==> src/verilog/lcd_instr_defines.vh <==
// Constants for the character display instruction decoder.
`ifndef LCD_INSTR_DEFINES_VH
`define LCD_INSTR_DEFINES_VH
// =====================================================================
// Codes and addresses
`define SPACE_CODE        8'h20
`define TEXT_RAM_WORDS    128
`define GLYPH_RAM_WORDS   64
`define LINE1_LAST        7'h27
`define LINE2_FIRST       7'h40
`define LINE2_LAST        7'h67
`define ONE_LINE_LAST     7'h4f
`define DISP_WIDTH        7'h28
// =====================================================================
// Timing at the nominal oscillator, in nanoseconds and cycles
`define CLK_PERIOD_NS     10
`define T_LONG_NS         760000
`define T_SHORT_NS        18500
`define T_BLINK_NS        185000000
`define CYC_LONG          ((`T_LONG_NS + `CLK_PERIOD_NS - 1) / `CLK_PERIOD_NS)
`define CYC_SHORT         ((`T_SHORT_NS + `CLK_PERIOD_NS - 1) / `CLK_PERIOD_NS)
`define CYC_BLINK         (`T_BLINK_NS / `CLK_PERIOD_NS)
// =====================================================================
// Reset values
`define RST_ENTRY_INC     1'b1
`define RST_BUS_WIDTH     1'b1
`endif

==> src/verilog/busy_timer.v <==
// Down counter that holds the busy indicator for an execution time.
`timescale 1ns/1ns
module busy_timer #(
	parameter WIDTH = 20
) (
	// Clock and reset
	input  wire             clock,
	input  wire             rstn,
	input  wire             clk_en,
	// Control
	input  wire             start,
	input  wire [WIDTH-1:0] cycles,
	output wire             busy
);
	reg [WIDTH-1:0] count_ff;
	assign busy = (count_ff != {WIDTH{1'b0}});
	always @(posedge clock or negedge rstn)
	begin
		if (!rstn)
			count_ff <= {WIDTH{1'b0}};
		else if (clk_en)
		begin
			if (start)
				count_ff <= cycles;
			else if (busy)
				count_ff <= count_ff - {{(WIDTH-1){1'b0}}, 1'b1};
		end
	end
endmodule // busy_timer

==> src/verilog/blink_gen.v <==
// Free running blink phase generator.
`timescale 1ns/1ns
module blink_gen #(
	parameter PERIOD = 18500000
) (
	// Clock and reset
	input  wire clock,
	input  wire rstn,
	input  wire clk_en,
	// Phase
	output reg  phase_ff
);
	reg [31:0] count_ff;
	always @(posedge clock or negedge rstn)
	begin
		if (!rstn)
		begin
			count_ff <= 32'h00000000;
			phase_ff <= 1'b0;
		end
		else if (clk_en)
		begin
			if (count_ff >= PERIOD - 1)
			begin
				count_ff <= 32'h00000000;
				phase_ff <= ~phase_ff;
			end
			else
				count_ff <= count_ff + 32'h00000001;
		end
	end
endmodule // blink_gen

==> src/verilog/char_lcd_instruction_decoder.v <==
// Instruction decoder and executor of the character display controller.
`timescale 1ns/1ns
`include "lcd_instr_defines.vh"
module char_lcd_instruction_decoder #(
	parameter LONG_CYCLES  = `CYC_LONG,
	parameter SHORT_CYCLES = `CYC_SHORT,
	parameter BLINK_CYCLES = `CYC_BLINK
) (
	// Clock and reset
	input  wire       clock,
	input  wire       rstn,
	input  wire       clk_en,
	// Host transfer, one decoded byte per strobe
	input  wire       xfer_valid,
	input  wire       reg_select,
	input  wire       read_write,
	input  wire [7:0] xfer_data,
	output reg  [7:0] read_data_ff,
	output wire       busy_indicator,
	// Display state
	output reg  [6:0] address_counter,
	output reg        glyph_select_ff,
	output reg        entry_inc_ff,
	output reg        entry_shift_ff,
	output reg        display_on_ff,
	output reg        cursor_on_ff,
	output reg        blink_on_ff,
	output reg        bus_width_select,
	output reg        two_line_ff,
	output reg        font_tall_ff,
	output wire       glyph_tall,
	output reg  [6:0] disp_offset_ff,
	output wire       cursor_lit,
	output wire       clearing,
	// Scan-out read port of text RAM
	input  wire [6:0] scan_addr,
	output reg  [7:0] scan_data_ff
);
	// =====================================================================
	// Storage and state
	localparam ST_IDLE  = 1'b0;
	localparam ST_CLEAR = 1'b1;
	reg [7:0] text_ram  [0:`TEXT_RAM_WORDS-1];
	reg [7:0] glyph_ram [0:`GLYPH_RAM_WORDS-1];
	reg       state_ff;
	reg [6:0] clr_addr_ff;
	localparam TMR_WIDTH = 20;
	reg                 tmr_start;
	reg [TMR_WIDTH-1:0] tmr_cycles;
	wire                tmr_busy;
	wire                blink_phase;
	wire                status_rd;
	wire                accept;
	// Status reads bypass the busy gate so the host can always poll.
	assign status_rd = xfer_valid & ~reg_select & read_write;
	assign accept    = xfer_valid & ~busy_indicator & ~status_rd;
	// The fill walk counts as busy too, so a long count set below the RAM
	// depth cannot let a host write race the walk.
	assign busy_indicator = tmr_busy | clearing;
	assign clearing = (state_ff == ST_CLEAR);
	assign glyph_tall = font_tall_ff & ~two_line_ff;
	// =====================================================================
	// Address step with line wrap
	// Addresses in the gap between the two lines step plainly.
	function [6:0] step_addr;
		input [6:0] a;
		input       up;
		input       two;
		begin
			if (two)
			begin
				if (up)
					step_addr = (a == `LINE1_LAST) ? `LINE2_FIRST :
						(a == `LINE2_LAST) ? 7'h00 : a + 7'h01;
				else
					step_addr = (a == 7'h00) ? `LINE2_LAST :
						(a == `LINE2_FIRST) ? `LINE1_LAST : a - 7'h01;
			end
			else if (up)
				step_addr = (a == `ONE_LINE_LAST) ? 7'h00 : a + 7'h01;
			else
				step_addr = (a == 7'h00) ? `ONE_LINE_LAST : a - 7'h01;
		end
	endfunction
	// The offset wraps at one line's width so all lines move together.
	function [6:0] step_offset;
		input [6:0] o;
		input       left;
		input       two;
		reg   [6:0] last;
		begin
			last = two ? (`DISP_WIDTH - 7'h01) : `ONE_LINE_LAST;
			if (left)
				step_offset = (o == last) ? 7'h00 : o + 7'h01;
			else
				step_offset = (o == 7'h00) ? last : o - 7'h01;
		end
	endfunction
	// Glyph addresses wrap inside six bits; text ones follow the lines.
	function [6:0] step_any;
		input [6:0] a;
		input       up;
		input       two;
		input       glyph;
		begin
			if (glyph)
				step_any = {1'b0, up ? a[5:0] + 6'h01 : a[5:0] - 6'h01};
			else
				step_any = step_addr(a, up, two);
		end
	endfunction
	// Clear and return home share the long execution time.
	function long_op;
		input [7:0] d;
		begin
			long_op = (d[7:2] == 6'h00);
		end
	endfunction
	// =====================================================================
	// Helpers
	busy_timer #(
		.WIDTH (TMR_WIDTH)
	) u_busy (
		.clock  (clock),
		.rstn   (rstn),
		.clk_en (clk_en),
		.start  (tmr_start),
		.cycles (tmr_cycles),
		.busy   (tmr_busy)
	);
	blink_gen #(
		.PERIOD (BLINK_CYCLES)
	) u_blink (
		.clock    (clock),
		.rstn     (rstn),
		.clk_en   (clk_en),
		.phase_ff (blink_phase)
	);
	// Cursor cell lights solid, or alternates with the stored glyph.
	assign cursor_lit = display_on_ff & cursor_on_ff & (~blink_on_ff | blink_phase);
	// =====================================================================
	// Timer start on every accepted operation
	always @*
	begin
		tmr_start = 1'b0;
		tmr_cycles = SHORT_CYCLES[TMR_WIDTH-1:0];
		if (accept)
		begin
			tmr_start = 1'b1;
			if (!reg_select && long_op(xfer_data))
				tmr_cycles = LONG_CYCLES[TMR_WIDTH-1:0];
		end
	end
	// =====================================================================
	// RAM ports; clear walks text RAM one word a cycle while busy.
	// Text RAM has no reset value; a clear is needed before first use.
	always @(posedge clock)
	begin
		if (clk_en)
		begin
			scan_data_ff <= text_ram[scan_addr];
			if (state_ff == ST_CLEAR)
				text_ram[clr_addr_ff] <= `SPACE_CODE;
			else if (accept && reg_select && !read_write && !glyph_select_ff)
				text_ram[address_counter] <= xfer_data;
			if (accept && reg_select && !read_write && glyph_select_ff)
				glyph_ram[address_counter[5:0]] <= xfer_data;
		end
	end
	// =====================================================================
	// Instruction execution
	always @(posedge clock or negedge rstn)
	begin
		if (!rstn)
		begin
			state_ff         <= ST_IDLE;
			clr_addr_ff      <= 7'h00;
			address_counter  <= 7'h00;
			glyph_select_ff  <= 1'b0;
			entry_inc_ff     <= `RST_ENTRY_INC;
			entry_shift_ff   <= 1'b0;
			display_on_ff    <= 1'b0;
			cursor_on_ff     <= 1'b0;
			blink_on_ff      <= 1'b0;
			bus_width_select <= `RST_BUS_WIDTH;
			two_line_ff      <= 1'b0;
			font_tall_ff     <= 1'b0;
			disp_offset_ff   <= 7'h00;
			read_data_ff     <= 8'h00;
		end
		else if (clk_en)
		begin
			// The fill walk runs on its own once started.
			case (state_ff)
				ST_IDLE:
					clr_addr_ff <= 7'h00;
				ST_CLEAR:
				begin
					clr_addr_ff <= clr_addr_ff + 7'h01;
					if (clr_addr_ff == 7'h7f)
						state_ff <= ST_IDLE;
				end
				default:
					state_ff <= ST_IDLE;
			endcase
			// Status read is never blocked so the host can poll.
			if (status_rd)
				read_data_ff <= {busy_indicator, address_counter};
			if (accept)
			begin
				if (reg_select)
				begin
					// Glyph addresses step in six bits; text ones follow lines.
					if (read_write)
						read_data_ff <= glyph_select_ff ?
							glyph_ram[address_counter[5:0]] : text_ram[address_counter];
					address_counter <= step_any(address_counter, entry_inc_ff,
						two_line_ff, glyph_select_ff);
					if (!read_write && !glyph_select_ff && entry_shift_ff)
						disp_offset_ff <= step_offset(disp_offset_ff, entry_inc_ff,
							two_line_ff);
				end
				else if (xfer_data[7])
				begin
					address_counter <= xfer_data[6:0];
					glyph_select_ff <= 1'b0;
				end
				else if (xfer_data[6])
				begin
					address_counter <= {1'b0, xfer_data[5:0]};
					glyph_select_ff <= 1'b1;
				end
				else if (xfer_data[5])
				begin
					bus_width_select <= xfer_data[4];
					two_line_ff      <= xfer_data[3];
					font_tall_ff     <= xfer_data[2];
				end
				else if (xfer_data[4])
				begin
					if (xfer_data[3])
						disp_offset_ff <= step_offset(disp_offset_ff, ~xfer_data[2],
							two_line_ff);
					else
						address_counter <= step_any(address_counter, xfer_data[2],
							two_line_ff, glyph_select_ff);
				end
				else if (xfer_data[3])
				begin
					display_on_ff <= xfer_data[2];
					cursor_on_ff  <= xfer_data[1];
					blink_on_ff   <= xfer_data[0];
				end
				else if (xfer_data[2])
				begin
					entry_inc_ff   <= xfer_data[1];
					entry_shift_ff <= xfer_data[0];
				end
				else if (xfer_data[1])
				begin
					address_counter <= 7'h00;
					glyph_select_ff <= 1'b0;
					disp_offset_ff  <= 7'h00;
				end
				// Counter and flags settle at once; the fill walk follows.
				else if (xfer_data[0])
				begin
					address_counter <= 7'h00;
					glyph_select_ff <= 1'b0;
					disp_offset_ff  <= 7'h00;
					entry_inc_ff    <= 1'b1;
					state_ff        <= ST_CLEAR;
					clr_addr_ff     <= 7'h00;
				end
			end
		end
	end
endmodule // char_lcd_instruction_decoder

==> config.mk <==
export PLATFORM = sky130hd
export DESIGN_NAME = char_lcd_instruction_decoder
export DESIGN_NICKNAME = d
export VERILOG_FILES = /design/src/verilog/busy_timer.v /design/src/verilog/blink_gen.v /design/src/verilog/char_lcd_instruction_decoder.v
export VERILOG_INCLUDE_DIRS = /design/src /design/src/verilog
export SDC_FILE = /design/constraint.sdc
export NUM_CORES = 2
export LEC_CHECK = 0
export BUFFER_PORTS_ARGS = -buffer_cell sky130_fd_sc_hd__buf_2
export CAP_MARGIN = 25
export CORE_ASPECT_RATIO = 0.8
export CORE_MARGIN = 5
export CORE_UTILIZATION = 55
export DETAILED_ROUTE_END_ITERATION = 10
export PLACE_DENSITY_LB_ADDON = 0.2
export SYNTH_ARGS = -nofsm -noshare
export SYNTH_HDL_FRONTEND = slang
export SYNTH_HIERARCHICAL = 1
export SYNTH_SLANG_ARGS = --single-unit
==> constraint.sdc <==
create_clock -name clock -period 11.05 [get_ports clock]
set_input_delay 1.6575 -clock clock [delete_from_list [all_inputs] [get_ports clock]]
set_output_delay 1.6575 -clock clock [all_outputs]
set_load 0.01 [all_outputs]
==> metrics <==
status=completed; routed length per instance=41.06 µm; chip height=338.5 µm; die width=420.7 µm; vias in the first global route=46410; Seq. cell area=48680 µm²; RSZ-0062 raised after global routing=no; Int Power=0.009969 W; Non-Filler Instances=6464; Total GRT Usage=36.80%; Min-Delay Path Class=flop to flop; EDFF count, synth=1544; Top FF cell, synth=edfxtp_1; CTS Buf Count=157; leading area contributor after synthesis=edfxtp_1; fin crit period=6.114 ns; routed wire length=265.4 mm; Resized Gates After CTS=0; Tightest Pin Transition=1.314 ns; Sink Count=1636; crit path capture type=flop; Slew Limit Fails=0; path type of the worst setup path=flop to flop; Avg Cell Area, Syn=16.23 µm²; total chip power=0.01261 W; TNS Setup=0 ns; starting DRC count in detailed routing=9991; htree depth=4; DRC Markers=0; clk_skew=0.04371 ns; WP data required=11.49 ns; Fin. Hold Viols=0; TritonRoute pass-1 iters=9; final-layout fill cell count=9778; cell area after synthesis=74200 µm²; top-count cell post-synth=edfxtp_1; global route total overflow=0; global-route wire length before repair=366.1 mm; Max Fclk=163.6 MHz; CTS tree=yes; CP Max Fanout=46; Clock Tree Root=clkbuf_16; largest net degree at the start of global routing=150; Psw=0.002644 W; Initial Utilization=55.40%; Max-Cap Viols=0; RePlAce Congestion=0.9988; post-synthesis cell type count=90; sequential fraction of the synthesis area=65.59%; ys async rst share=5.623%; Setup Buffers After CTS=0; vias=49710; crit path launch type=flop; area occupied by multi-input gates=23860 µm²; post-layout net count=4581; DRT antenna net count=0; P&R area growth vs syn=9.864%; Detailed Place HPWL=167.9 mm; Ports=64; clk_lat worst skew=0.82 ns; clk slew on worst S/H paths=0.06 ns; Synth top area share=62.48%; sw frac=20.96%; most instantiated cells after synthesis=edfxtp_1, mux4_2, nor2_1, a22oi_1, clkbuf_1; clock buffer depth=3; Yosys Warn Count=6; antenna violations before repair=20; Slew HR=12.42%; vias per cell=7.691; Reg power frac=53.7%; hold_buf cts=0; power share of the clock group=43.9%; cells after synthesis=4572; Die ar.=142400 µm²; setup ws final=4.936 ns; PortBufs=63; peak supply drop=0.1859 mV; placed cells=6156; WP data arrival=6.55 ns; period utilization=55.33%; PD cells=154.7 nW/µm²; cell row count=120; leak pwr=23.54 nW; Setup WS pre-CTS=5.223 ns; CORE AREA=133900 µm²; Comb pwr share=2.4%; final setup violation count=0; layout cells sized above 1=22.49%; largest cells by area after synthesis=edfxtp_1, mux4_2, dfrtp_1; flops & latches, synth=1636
==> metal layers <==
metal	wire, µm	GRT usage, %	up-vias
met4	14670	16.65	12
li1	-	-	18870
met5	276	1.085	-
met3	50230	19.05	814
met2	105200	47.41	4921
met1	95010	51.76	25100
==> placed cells by master (no fill, tap or decap), types with 48 or more instances in the layout <==
master / instances
a21oi_1: 130
a221oi_1: 140
a22o_1: 48
a22oi_1: 178
buf_2: 58
buf_4: 114
clkbuf_16: 163
dfrtp_1: 84
edfxtp_1: 1544
mux2_2: 120
mux2i_1: 166
mux4_2: 420
nand2_1: 151
nand3_1: 54
nor2_1: 355
o21ai_0: 137
o22ai_1: 62
==> through the flow <==
step | util [%] | cell area (µm²) | hold slack [ns]
after floorplan | - | 74230 | 0.4416
after global placement | 56.91 | 76220 | 0.4617
after detailed placement | 56.94 | 76260 | 0.4668
after CTS | 60.82 | 81450 | 0.4782
after global routing | 60.85 | 81500 | 0.5071
final | 60.87 | 81520 | 0.4713
==> cell type report <==
cell class | count | area share (%)
clock buffer | 189 | 5.172
clock inverter | 102 | 1.200
timing repair buffer | 188 | 1.716
multi-input combinational | 2531 | 29.27
tap | 1769 | 2.715
inverter | 37 | 0.1734
antenna | 12 | 0.03684
sequential | 1636 | 59.72
==> final timing paths <==
kind / start / to / slack, ns / cells past startpoint
setup / recovery: u_busy/count_ff[10]$_DFFE_PN0P_ / glyph_ram[16][2]$_DFFE_PP_ / 4.94 / 11
hold / removal: u_blink/phase_ff$_DFFE_PN0P_ / u_blink/phase_ff$_DFFE_PN0P_ / 0.47 / 1
setup reg to reg: u_busy/count_ff[10]$_DFFE_PN0P_ / glyph_ram[16][2]$_DFFE_PP_ / 4.94 / 11
hold reg to reg: u_blink/phase_ff$_DFFE_PN0P_ / u_blink/phase_ff$_DFFE_PN0P_ / 0.47 / 1
max in group asynchronous: rstn / address_counter[2]$_DFFE_PN0P_ / 9.01 / 2
min in group asynchronous: rstn / u_blink/count_ff[27]$_DFFE_PN0P_ / 0.94 / 1
==> worst max-delay path, stage by stage (launching register included) <==
cell and delay (ns):
dfrtp_1 0.42, or4_1 0.69, nor4_1 0.52, nand2_1 0.29
or2_2 0.36, nor2_1 0.18, and3_1 0.18, buf_4 0.40
nand3_1 0.31, nor3b_1 0.74, nand2_1 0.78, nor2_1 0.84
==> registers in the layout (all words and copies together) (netlist names), 7 cells and up <==
register,count
scan_data_ff,8
glyph_ram,512
u_blink/count_ff,32
u_busy/count_ff,20
read_data_ff,8
text_ram,1024
clr_addr_ff,7
disp_offset_ff,7
address_counter,7
==> logic make-up after synthesis <==
logic type / after synthesis / share of synthesized area, %
simple gates: 815 / 5.173
fa+ha+maj: 9 / 0.1518
xor+xnor: 41 / 0.4840
flops: 1636 / 65.59
compound gates: 951 / 9.264
other cells: 2 / 0.01012
mux: 706 / 16.81
buf+inv: 412 / 2.518
==> power groups by stage <==
stage                     clock [W]  sequential, W  combinational [W]
after floorplan                   0        0.00690           0.000186
after global placement            0        0.00691           0.000296
after detailed placement          0        0.00691           0.000299
after CTS                   0.00553        0.00678           0.000299
after global routing        0.00582        0.00678           0.000322
final                       0.00553        0.00678           0.000301
Note: power is estimated with default switching activity, not from simulation.
